==> src/hdl/ics_pkg.sv <==
package ics_pkg;
	// ---------------------------------------------------------------
	// Addressing
	// ---------------------------------------------------------------
	localparam logic [6:0] ADDR_BASE = 7'h21;
	localparam int NUM_REGS = 16;
	localparam logic [3:0] REG_VOUT = 4'h0;
	localparam logic [7:0] VOUT_DEFAULT = 8'h32;
	localparam logic [7:0] VOUT_MAX = 8'h78;
	// ---------------------------------------------------------------
	// Settings store
	// ---------------------------------------------------------------
	localparam int NVM_PAGES = 3;
	// ---------------------------------------------------------------
	// Timing
	// ---------------------------------------------------------------
	localparam int CLK_HZ = 20_000_000;
	localparam int BUS_FREE_NS = 4700;
	localparam int BUS_FREE_CYC = (BUS_FREE_NS * (CLK_HZ / 1_000_000) + 999) / 1000;
	// ---------------------------------------------------------------
	// Slave states
	// ---------------------------------------------------------------
	typedef enum logic [2:0] {
		ICS_IDLE = 3'b000,
		ICS_RECV = 3'b001,
		ICS_ACK = 3'b010,
		ICS_SEND = 3'b011,
		ICS_MACK = 3'b100,
		ICS_IGNORE = 3'b101
	} ics_state_t;
endpackage : ics_pkg

==> src/hdl/ics_slave.sv <==
// What this block does
// - Serve fast and high-speed bus rates
// - Data changes only while SCL low
// - Detect start and stop conditions
// - Bus busy until idle time after stop
// - Repeated start restarts address reception
// - Eight bits then acknowledge slot
// - Address byte: seven bits plus direction
// - Update: address, register, data bytes
// - Acknowledge address, register and data bytes
// - Write data on last data-bit fall
// - Address 21h to 28h by strap
// - Bus usable only while enabled
// - Output setting defaults, then follows writes up to 78h
// - Valid setting byte looks up commands
// - Load first page, then newest page
// - Enable low switches interface off
module ics_slave
	import ics_pkg::*;
#(
	parameter int BUS_FREE_CYCLES = BUS_FREE_CYC
) (
	input wire logic clock,
	input wire logic srst,
	input wire logic enable,
	input wire logic input_undervoltage_lockout,
	input wire logic [2:0] strap_sel,
	input wire logic scl_in,
	input wire logic sda_in,
	output logic sda_out,
	output logic sda_oe,
	input wire logic [1:0] nvm_newest_page,
	input wire logic [NUM_REGS*8-1:0] nvm_page_data [NVM_PAGES],
	output logic [7:0] vref_cmd,
	output logic [7:0] fbdiv_cmd,
	output logic adjust_strobe,
	output logic bus_busy,
	output logic [7:0] vout_setting
);
	if (BUS_FREE_CYCLES < 1 || BUS_FREE_CYCLES > 65535) begin : g_bad_free
		$error("BUS_FREE_CYCLES must fit the 16-bit idle counter");
	end

	// ---------------------------------------------------------------
	// Pin synchronisers
	// ---------------------------------------------------------------
	logic [2:0] scl_q, scl_d, sda_q, sda_d, en_q, en_d, uv_q, uv_d;
	logic scl_s_q, scl_s_d, sda_s_q, sda_s_d, en_s_q, en_s_d, uv_s_q, uv_s_d;
	logic on_q, on_d;
	// Four clocks of latency: each SCL low phase must last at least that long
	always_comb begin
		scl_d = {scl_q[1:0], scl_in};
		sda_d = {sda_q[1:0], sda_in};
		en_d = {en_q[1:0], enable};
		uv_d = {uv_q[1:0], input_undervoltage_lockout};
		scl_s_d = (scl_q[1] == scl_q[2]) ? scl_q[2] : scl_s_q;
		sda_s_d = (sda_q[1] == sda_q[2]) ? sda_q[2] : sda_s_q;
		en_s_d = (en_q[1] == en_q[2]) ? en_q[2] : en_s_q;
		uv_s_d = (uv_q[1] == uv_q[2]) ? uv_q[2] : uv_s_q;
		on_d = en_s_d && !uv_s_d;
	end
	wire scl_rise = scl_s_d && !scl_s_q;
	wire scl_fall = !scl_s_d && scl_s_q;
	wire start_ev = scl_s_q && scl_s_d && sda_s_q && !sda_s_d;
	wire stop_ev = scl_s_q && scl_s_d && !sda_s_q && sda_s_d;

	// ---------------------------------------------------------------
	// Register file and settings load
	// ---------------------------------------------------------------
	logic [7:0] regs_q [NUM_REGS];
	logic [7:0] regs_d [NUM_REGS];
	logic [6:0] addr_q, addr_d;
	logic [1:0] load_q, load_d;
	logic [7:0] vout_q, vout_d, vref_q, vref_d, fbdiv_q, fbdiv_d;
	logic adj_q, adj_d;

	// Setting byte to reference and divider (fixed table)
	function automatic logic [15:0] vout_lookup(input logic [7:0] v);
		logic [7:0] div;
		div = (v > 8'h28) ? 8'h04 : (v > 8'h14) ? 8'h02 : 8'h01;
		vout_lookup = {8'((16'(v) * 16'h0008) / {8'h00, div}), div};
	endfunction : vout_lookup

	// ---------------------------------------------------------------
	// Byte engine
	// ---------------------------------------------------------------
	ics_state_t st_q, st_d;
	logic [7:0] sh_q, sh_d;
	logic [3:0] bit_q, bit_d;
	logic [1:0] byte_q, byte_d;
	logic rw_q, rw_d;
	logic [3:0] ptr_q, ptr_d;
	logic oe_q, oe_d;
	logic busy_q, busy_d;
	logic [15:0] free_q, free_d;
	logic [15:0] lk;

	always_comb begin
		st_d = st_q;
		sh_d = sh_q;
		bit_d = bit_q;
		byte_d = byte_q;
		rw_d = rw_q;
		ptr_d = ptr_q;
		oe_d = oe_q;
		regs_d = regs_q;
		addr_d = addr_q;
		load_d = load_q;
		vout_d = vout_q;
		vref_d = vref_q;
		fbdiv_d = fbdiv_q;
		adj_d = 1'b0;
		busy_d = busy_q;
		free_d = free_q;
		lk = 16'h0000;
		// Bus busy tracking
		if (start_ev) begin
			busy_d = 1'b1;
			free_d = 16'h0000;
		end else if (stop_ev) begin
			free_d = 16'(BUS_FREE_CYCLES);
		end else if (free_q != 16'h0000) begin
			free_d = free_q - 16'h0001;
			if (free_q == 16'h0001) busy_d = 1'b0;
		end
		if (!on_q) begin
			st_d = ICS_IDLE;
			oe_d = 1'b0;
			load_d = 2'd0;
		end else if (load_q == 2'd0) begin
			addr_d = ADDR_BASE + {4'h0, strap_sel};
			for (int i = 0; i < NUM_REGS; i++) regs_d[i] = nvm_page_data[0][i*8 +: 8];
			regs_d[REG_VOUT] = VOUT_DEFAULT;
			vout_d = VOUT_DEFAULT;
			load_d = 2'd1;
		end else if (load_q == 2'd1) begin
			if (nvm_newest_page != 2'd0 && nvm_newest_page < 2'(NVM_PAGES)) begin
				for (int i = 0; i < NUM_REGS; i++) regs_d[i] = nvm_page_data[nvm_newest_page][i*8 +: 8];
				regs_d[REG_VOUT] = VOUT_DEFAULT;
			end
			lk = vout_lookup(VOUT_DEFAULT);
			vref_d = lk[15:8];
			fbdiv_d = lk[7:0];
			adj_d = 1'b1;
			load_d = 2'd2;
		end else if (start_ev) begin
			st_d = ICS_RECV;
			bit_d = 4'd0;
			byte_d = 2'd0;
			oe_d = 1'b0;
		end else if (stop_ev) begin
			st_d = ICS_IDLE;
			oe_d = 1'b0;
		end else begin
			case (st_q)
				ICS_RECV: begin
					if (scl_rise) begin
						sh_d = {sh_q[6:0], sda_s_d};
						bit_d = bit_q + 4'd1;
					end else if (scl_fall && bit_q == 4'd8) begin
						st_d = ICS_ACK;
						oe_d = 1'b1;
						if (byte_q == 2'd0) begin
							if (sh_q[7:1] != addr_q) begin
								st_d = ICS_IGNORE;
								oe_d = 1'b0;
							end
							rw_d = sh_q[0];
						end else if (byte_q == 2'd1) begin
							ptr_d = sh_q[3:0];
						end else begin
							regs_d[ptr_q] = sh_q;
							if (ptr_q == REG_VOUT && sh_q <= VOUT_MAX) begin
								vout_d = sh_q;
								lk = vout_lookup(sh_q);
								vref_d = lk[15:8];
								fbdiv_d = lk[7:0];
								adj_d = 1'b1;
							end
						end
					end
				end
				ICS_ACK: begin
					if (scl_fall) begin
						bit_d = 4'd0;
						byte_d = (byte_q == 2'd2) ? 2'd2 : byte_q + 2'd1;
						if (byte_q == 2'd0 && rw_q) begin
							st_d = ICS_SEND;
							sh_d = regs_q[ptr_q];
							oe_d = !regs_q[ptr_q][7];
						end else begin
							st_d = ICS_RECV;
							oe_d = 1'b0;
						end
					end
				end
				ICS_SEND: begin
					if (scl_fall) begin
						bit_d = bit_q + 4'd1;
						if (bit_q == 4'd7) begin
							st_d = ICS_MACK;
							oe_d = 1'b0;
						end else begin
							sh_d = {sh_q[6:0], 1'b0};
							oe_d = !sh_q[6];
						end
					end
				end
				ICS_MACK: begin
					if (scl_rise) begin
						// Next byte goes out from the ack state at SCL fall
						st_d = sda_s_d ? ICS_IGNORE : ICS_ACK;
						ptr_d = ptr_q + 4'd1;
						byte_d = 2'd0;
					end
				end
				ICS_IDLE, ICS_IGNORE: begin
				end
				default: st_d = ICS_IDLE;
			endcase
		end
	end
	always_ff @(posedge clock) begin
		if (srst) begin
			scl_q <= 3'b111;
			sda_q <= 3'b111;
			scl_s_q <= 1'b1;
			sda_s_q <= 1'b1;
			en_q <= 3'b000;
			uv_q <= 3'b000;
			en_s_q <= 1'b0;
			uv_s_q <= 1'b0;
			on_q <= 1'b0;
			st_q <= ICS_IDLE;
			sh_q <= 8'h00;
			bit_q <= 4'd0;
			byte_q <= 2'd0;
			rw_q <= 1'b0;
			ptr_q <= 4'h0;
			oe_q <= 1'b0;
			for (int i = 0; i < NUM_REGS; i++) regs_q[i] <= 8'h00;
			addr_q <= ADDR_BASE;
			load_q <= 2'd0;
			vout_q <= VOUT_DEFAULT;
			vref_q <= 8'h00;
			fbdiv_q <= 8'h00;
			adj_q <= 1'b0;
			busy_q <= 1'b0;
			free_q <= 16'h0000;
		end else begin
			scl_q <= scl_d;
			sda_q <= sda_d;
			scl_s_q <= scl_s_d;
			sda_s_q <= sda_s_d;
			en_q <= en_d;
			uv_q <= uv_d;
			en_s_q <= en_s_d;
			uv_s_q <= uv_s_d;
			on_q <= on_d;
			st_q <= st_d;
			sh_q <= sh_d;
			bit_q <= bit_d;
			byte_q <= byte_d;
			rw_q <= rw_d;
			ptr_q <= ptr_d;
			oe_q <= oe_d;
			regs_q <= regs_d;
			addr_q <= addr_d;
			load_q <= load_d;
			vout_q <= vout_d;
			vref_q <= vref_d;
			fbdiv_q <= fbdiv_d;
			adj_q <= adj_d;
			busy_q <= busy_d;
			free_q <= free_d;
		end
	end

	assign sda_out = 1'b0;
	assign sda_oe = oe_q;
	assign vref_cmd = vref_q;
	assign fbdiv_cmd = fbdiv_q;
	assign adjust_strobe = adj_q;
	assign bus_busy = busy_q;
	assign vout_setting = vout_q;
endmodule : ics_slave

==> config.mk <==
export PLATFORM = sky130hd
export DESIGN_NAME = ics_slave
export DESIGN_NICKNAME = d
export VERILOG_FILES = /design/src/hdl/ics_pkg.sv /design/src/hdl/ics_slave.sv
export SDC_FILE = /design/constraint.sdc
export NUM_CORES = 1
export LEC_CHECK = 0
export BUFFER_PORTS_ARGS = -buffer_cell sky130_fd_sc_hd__buf_4
export CAP_MARGIN = 20
export CORE_ASPECT_RATIO = 1.2
export CORE_MARGIN = 1.5
export CORE_UTILIZATION = 30
export CTS_BUF_LIST = sky130_fd_sc_hd__clkbuf_8 sky130_fd_sc_hd__clkbuf_16
export CTS_CLUSTER_SIZE = 10
export DETAILED_ROUTE_END_ITERATION = 7
export PLACE_DENSITY_LB_ADDON = 0.08
export SKIP_LAST_GASP = 1
export SYNTH_ARGS = -nofsm -noshare
export SYNTH_HDL_FRONTEND = slang
export SYNTH_SLANG_ARGS = --single-unit
==> constraint.sdc <==
create_clock -name clock -period 22.8 [get_ports clock]
set_input_delay 2.28 -clock clock [delete_from_list [all_inputs] [get_ports clock]]
set_output_delay 2.28 -clock clock [all_outputs]
set_load 0.01 [all_outputs]
==> summary.md, run 1 <==
| Metric | Value |
|---|---|
| CTS tree | done |
| Clock Sinks | 211 |
| Synth Flop Type | dfxtp_1 |
| Vias in the first global route | 18,974 |
| Initial Utilization | 0.303 |
| Worst EP required | 23,220 ps |
| Routed WL per cell | 21.4 um |
| GP Congestion | just under 0.9 |
| Drt total wl | just over 70,000 um |
| Unrepaired setup endpoints after global routing | false |
| Pre-CTS WS | 688 ps |
| Port buffer count | 392 |
| Critical setup path kind | flop to flop |
| Maxcap violations | 0 |
| HPWL after DPL | 54,600 um |
| Worst slew pin tran | 1100 ps |
| Period utilization | 0.911 |
| Aggregate global-route resource usage | 0.233 |
| Largest cells by area after synthesis | dfxtp_1, a22o_1, nor2_1 |
| Worst rel slew slack | 0.263 |
| Total negative slack | 0 ps |
| P&R area growth vs syn | 30.2% |
| Nets | 3,012 |
| DRC errors left | 0 |
| Count leader, synth | nor2_1 |
| Antenna violations before repair | 1 |
| Yosys cell types | 116 |
| Gr ovfl total | 0 |
| Utilization after layout | 0.395 |
| Pwr Density | 70.7 mW/mm^2 |
| Slew Limit Fails | 0 |
| Fmax | 48.2 MHz |
| H-tree Lvls | 1 |
| VDD IR max | 54.1 uV |
| Data arrival, critical path | roughly 21,000 ps |
| EDFF count, synth | 0 |
| First-pass GRT wire length | 109,000 um |
| Die Ht | 266 um |
| Crit-path slowest cell | dfxtp_1 |
| First drt pass iteration count | 5 |
| CP Max Fanout | 14 |
| Final setup fails | 0 |
| Die X | roughly 220 um |
| Via/cell ratio | 5.78 |
| Core Rows | 96 |
| Largest net degree at the start of global routing | 113 |
| I/O pin count | 423 |
| Yosys top cell area share | 0.244 |
| DR iter-0 viols | 1,250 |
| YS warnings | 0 |
| Hold Worst Slack | 418 ps |
| Worst Setup End Kind | flop |
| Final instance area | approximately 0.023 mm^2 |
| Remaining antenna violation count | 0 |
| Most frequent CP cell | ha_1 |
| Synth async-reset ratio | 0 |
| Worst hold path type | flop to flop |
| Placed cell area | between 0.02 and 0.025 mm^2 |
| Area leader, netlist | dfxtp_1 |
| Worst clock skew | 35.2 ps |
| Average size of a mapped cell | 8.04 um^2 |
| Placed Cells | 3,262 |
| Setup repair bufs after CTS | 0 |
| Clock slew at reported path FFs | 60 ps |
| Crit path time final | 20,760 ps |
| Post-synthesis sequential area ratio | 0.244 |
| Worst-Skew Late Latency | approximately 570 ps |
| Final non-filler cell total | between 3,000 and 4,000 |
| Synth Register Bits | about 210 |
| Die Area | 0.0593 mm^2 |
| Slowest stage delay, CP | 710 ps |
| Leakage | 8.81 nW |
| Mapped Area | 0.0173 mm^2 |
| Mapped Cells | 2,157 |
| CTS Buf Count | 27 |
| Core footprint | around 0.057 mm^2 |
| Vias | 19,129 |
| Critical Path Source Type | flop |
| Final Hold Viols | 0 |
| Status | complete, no violations |
| Layout cells sized above 1 | 0.286 |
| CTS max path bufs | 3 |
| Clock Tree Root | clkbuf_16 |
| Synth top cells by count | nor2_1, dfxtp_1, clkbuf_1, o21ai_0, a22oi_1 |
| Power, Total | 1.60 mW |
| Setup ws final | 2040 ps |
-- final timing paths --
| kind | startpoint | slack [ps] | to | depth (start not counted) |
|---|---|---|---|---|
| worst max register to register | sh_q[4] | 2040 | vref_cmd[0] | 103 |
| worst min register to register | scl_q[0] | 420 | scl_q[1] | 1 |
| worst min-delay path | scl_q[0] | 420 | scl_q[1] | 1 |
| worst max-delay path | sh_q[4] | 2040 | vref_cmd[0] | 103 |
-- logic make-up (layout without fill, tap and decap cells) --
kind of cell / after synthesis / count (layout) / share of synthesized area
AOI/OAI and AO/OA: 880 / 880 / 0.369
and+or+nand+nor: 677 / 677 / 0.198
DFF: 211 / 211 / 0.244
buffers and inverters: 207 / 615 / 0.0488
muxes: 79 / 79 / 0.0760
adders and majority gates: 57 / 57 / 0.0411
xor gates and xnor gates: 45 / 45 / 0.0232
other: 1 / 12 / 0.000216
-- cell usage in the layout (no fill, tap or decap), types with 22 or more instances in the layout --
master       n
a22o_1     122
xnor2_1     30
nor3_1      56
nand2_1    110
nor2_1     258
o21ai_0    133
inv_1       35
a21o_1      22
mux2i_1     23
o21ai_1     36
buf_4      543
a21oi_1    111
a211oi_1    53
nand3_1     48
clkbuf_16   27
nor2b_1     28
a22oi_1    129
ha_1        53
dfxtp_1    208
o221ai_1    88
mux4_2      40
-- critical path: cells and delay by family (launching register included) --
family | cells | cell delay [ps]
AND/OR/NAND/NOR | 35 | 7100
AO/OA/AOI/OAI | 44 | 6930
adder cells (fa/ha/maj) | 14 | 3970
multiplexers | 5 | 1120
buffers and inverters | 5 | 730
flip-flops | 1 | 710
-- registers in the layout, summed over array words and instances, names as in the netlist, 2 cells and up --
name / count
fbdiv_cmd: 3
sh_q: 8
en_q: 3
addr_q: 4
sda_q: 3
vout_setting: 8
st_q: 3
scl_q: 3
uv_q: 3
ptr_q: 4
regs_q: 128
byte_q: 2
load_q: 2
vref_cmd: 8
free_q: 16
bit_q: 4
-- report_power, final --
| part | total [mW] | switching, mW | internal, mW | leakage (nW) |
|---|---|---|---|---|
| clock | 0.406 | 0.166 | 0.240 | 0.422 |
| combinational | 0.803 | 0.456 | 0.346 | 6.68 |
| sequential | 0.388 | 0.00818 | 0.379 | 1.71 |
| total | 1.60 | 0.630 | 0.966 | 8.81 |
-- layer usage --
layer / GRT usage / wire length, um / vias up
li1: - / - / 9183
met1: 0.273 / 28600 / 9267
met2: 0.448 / 37700 / 590
met3: 0.0237 / 3100 / 89
met4: 0.0533 / 1630 / 0
met5: 0 / 0 / -
-- final cells by class --
type	count	area, um^2
Fill cell	5965	34600
Antenna cell	1	2.50
Multi-Input combinational cell	1749	12400
Clock buffer	29	703
Tap cell	735	920
Sequential cell	211	4230
Clock inverter	12	109
Timing Repair Buffer	545	4100
Inverter	29	111
-- repair_timing --
action                     in CTS  in global routing
hold buffers                    0                  0
setup endpoints to repair       0                  2
resized for setup               0                 23
Note: power is estimated with default switching activity, not from simulation.
==> inputs of run 2 (changes only) <==
--- a/config.mk
+++ b/config.mk
@@ -9,9 +9,8 @@
 export CAP_MARGIN = 20
 export CORE_ASPECT_RATIO = 1.2
 export CORE_MARGIN = 1.5
-export CORE_UTILIZATION = 30
+export CORE_UTILIZATION = 50
 export CTS_BUF_LIST = sky130_fd_sc_hd__clkbuf_8 sky130_fd_sc_hd__clkbuf_16
-export CTS_CLUSTER_SIZE = 10
 export DETAILED_ROUTE_END_ITERATION = 7
 export PLACE_DENSITY_LB_ADDON = 0.08
 export SKIP_LAST_GASP = 1
==> summary.md, run 2 (synthesized netlist as in run 1, its figures left out) <==
| Metric | Value |
|---|---|
| Clock Sinks | 211 |
| Remaining antenna violation count | 0 |
| Worst rel slew slack | 0.273 |
| VDD IR max | 53.3 uV |
| Final setup fails | 0 |
| Total negative slack | 0 ps |
| HPWL after DPL | 48,200 um |
| Most common cell after layout, fill and taps aside | buf_4 |
| Critical Path Source Type | flop |
| Core footprint | 0.0341 mm^2 |
| Nets | 2,989 |
| Fmax | 47.5 MHz |
| Largest Register | regs_q |
| Footprint of the multi-input gates | 0.0124 mm^2 |
| Data arrival, critical path | between 20,000 and 25,000 ps |
| Critical setup path kind | flop to flop |
| Power, Total | 1.56 mW |
| H-tree Lvls | 1 |
| Most frequent cells in the layout | buf_4, nor2_1, dfxtp_1 |
| Die Ht | between 200 and 250 um |
| Reg-to-reg setup timing slack | about 1700 ps |
| Setup ws final | 1740 ps |
| Leakage | 8.68 nW |
| Drt total wl | about 63,000 um |
| Worst-Skew Late Latency | approximately 540 ps |
| Via/cell ratio | 6.42 |
| Pre-CTS WS | 957 ps |
| Fill count | 3,120 |
| GP Congestion | 0.934 |
| Layout cells sized above 1 | 0.281 |
| CTS Hold Bufs | 0 |
| Antenna violations before repair | 6 |
| Routed WL per cell | 21.0 um |
| Largest net degree at the start of global routing | 106 |
| I/O pin count | roughly 420 |
| DR iter-0 viols | approximately 1,800 |
| Worst EP required | 23,210 ps |
| Slew Limit Fails | 0 |
| Final Hold Viols | 0 |
| Worst clock skew | 14.2 ps |
| Initial Utilization | 0.509 |
| Status | complete, no violations |
| Crit path time final | 21,060 ps |
| Gr ovfl total | 0 |
| Vias | 19,361 |
| Crit-path slowest cell | or4_1 |
| Core Rows | 74 |
| P&R area growth vs syn | 27.2% |
| Largest register FFs | 128 |
| Worst hold path type | flop to flop |
| Largest registers | regs_q: 128 flops, free_q: 16 flops |
| Worst Setup End Kind | flop |
| CP Max Fanout | 8 |
| Maxcap violations | 0 |
| Placed cell area | 0.0212 mm^2 |
| Pwr Density | just over 70 mW/mm^2 |
| CTS Buf Count | 25 |
| Final instance area | 0.0221 mm^2 |
| Die X | around 170 um |
| Register area | between 0.004 and 0.005 mm^2 |
| Worst slew pin tran | 1080 ps |
| Slowest stage delay, CP | 570 ps |
| CTS tree | done |
| Aggregate global-route resource usage | 0.341 |
| Vias in the first global route | 18,794 |
| Die Area | 0.0358 mm^2 |
| Period utilization | 0.924 |
| Clock slew at reported path FFs | 60 ps |
| Most frequent CP cell | ha_1 |
| CTS max path bufs | 3 |
| Clock Tree Root | clkbuf_16 |
| DRC errors left | 0 |
| Port buffer count | 392 |
| First drt pass iteration count | 6 |
| First-pass GRT wire length | roughly 100,000 um |
## run 2: layout make-up
cell class | count | share of cell area
flip-flops and latches | 211 | 0.192
repair buffers | 524 | 0.178
multi-input cells | 1749 | 0.562
well taps | 456 | 0.0259
diodes | 4 | 0.000454
clock inverters | 14 | 0.00510
inverters | 29 | 0.00505
clock buffers | 30 | 0.0315
## run 2: worst max-delay path, delay by kind of cell (launching register included)
family | cells | cell delay, ps
AO/OA/AOI/OAI | 45 | 8040
adder cells (fa/ha/maj) | 14 | 4030
buffers and inverters | 5 | 690
flip-flops | 1 | 380
multiplexers | 5 | 1120
AND/OR/NAND/NOR | 33 | 6620
## run 2: final timing paths
path | start | end | cells past startpoint
setup / recovery | sh_q[1] | vref_cmd[0] | 102
hold / removal | sda_q[0] | sda_q[1] | 1
setup reg to reg | sh_q[1] | vref_cmd[0] | 102
hold reg to reg | sda_q[0] | sda_q[1] | 1
## run 2: report_power, final
part	internal (mW)	switching, mW	total (mW)
registers	0.379	0.00792	0.387
logic	0.330	0.449	0.779
clock network	0.228	0.164	0.393
total	0.938	0.621	1.56
## run 2: stage by stage
stage,hold WS [ps],utilization,cells
finish,433,0.648,3017
global route,453,0.647,3015
CTS,440,0.644,3008
detailed placement,430,0.621,2964
global placement,417,0.621,2964
floorplan,389,-,2167
## run 2: timing repair
item                                    4_1_cts  5_1_grt
gates resized for setup                       0       18
setup buffers                                 0        1
endpoints found under the setup margin        0        2
hold endpoints to repair                      0        0
## run 2: metal layers
layer | part of all wire | track usage | vias to the layer above | routed length (um)
met3 | 0.075 | 0.0519 | 146 | 4770
met2 | 0.49 | 0.605 | 827 | 31400
met5 | 0.00019 | 0 | - | 12
met1 | 0.39 | 0.407 | 9244 | 24500
li1 | - | - | 9142 | -
met4 | 0.044 | 0.151 | 2 | 2790
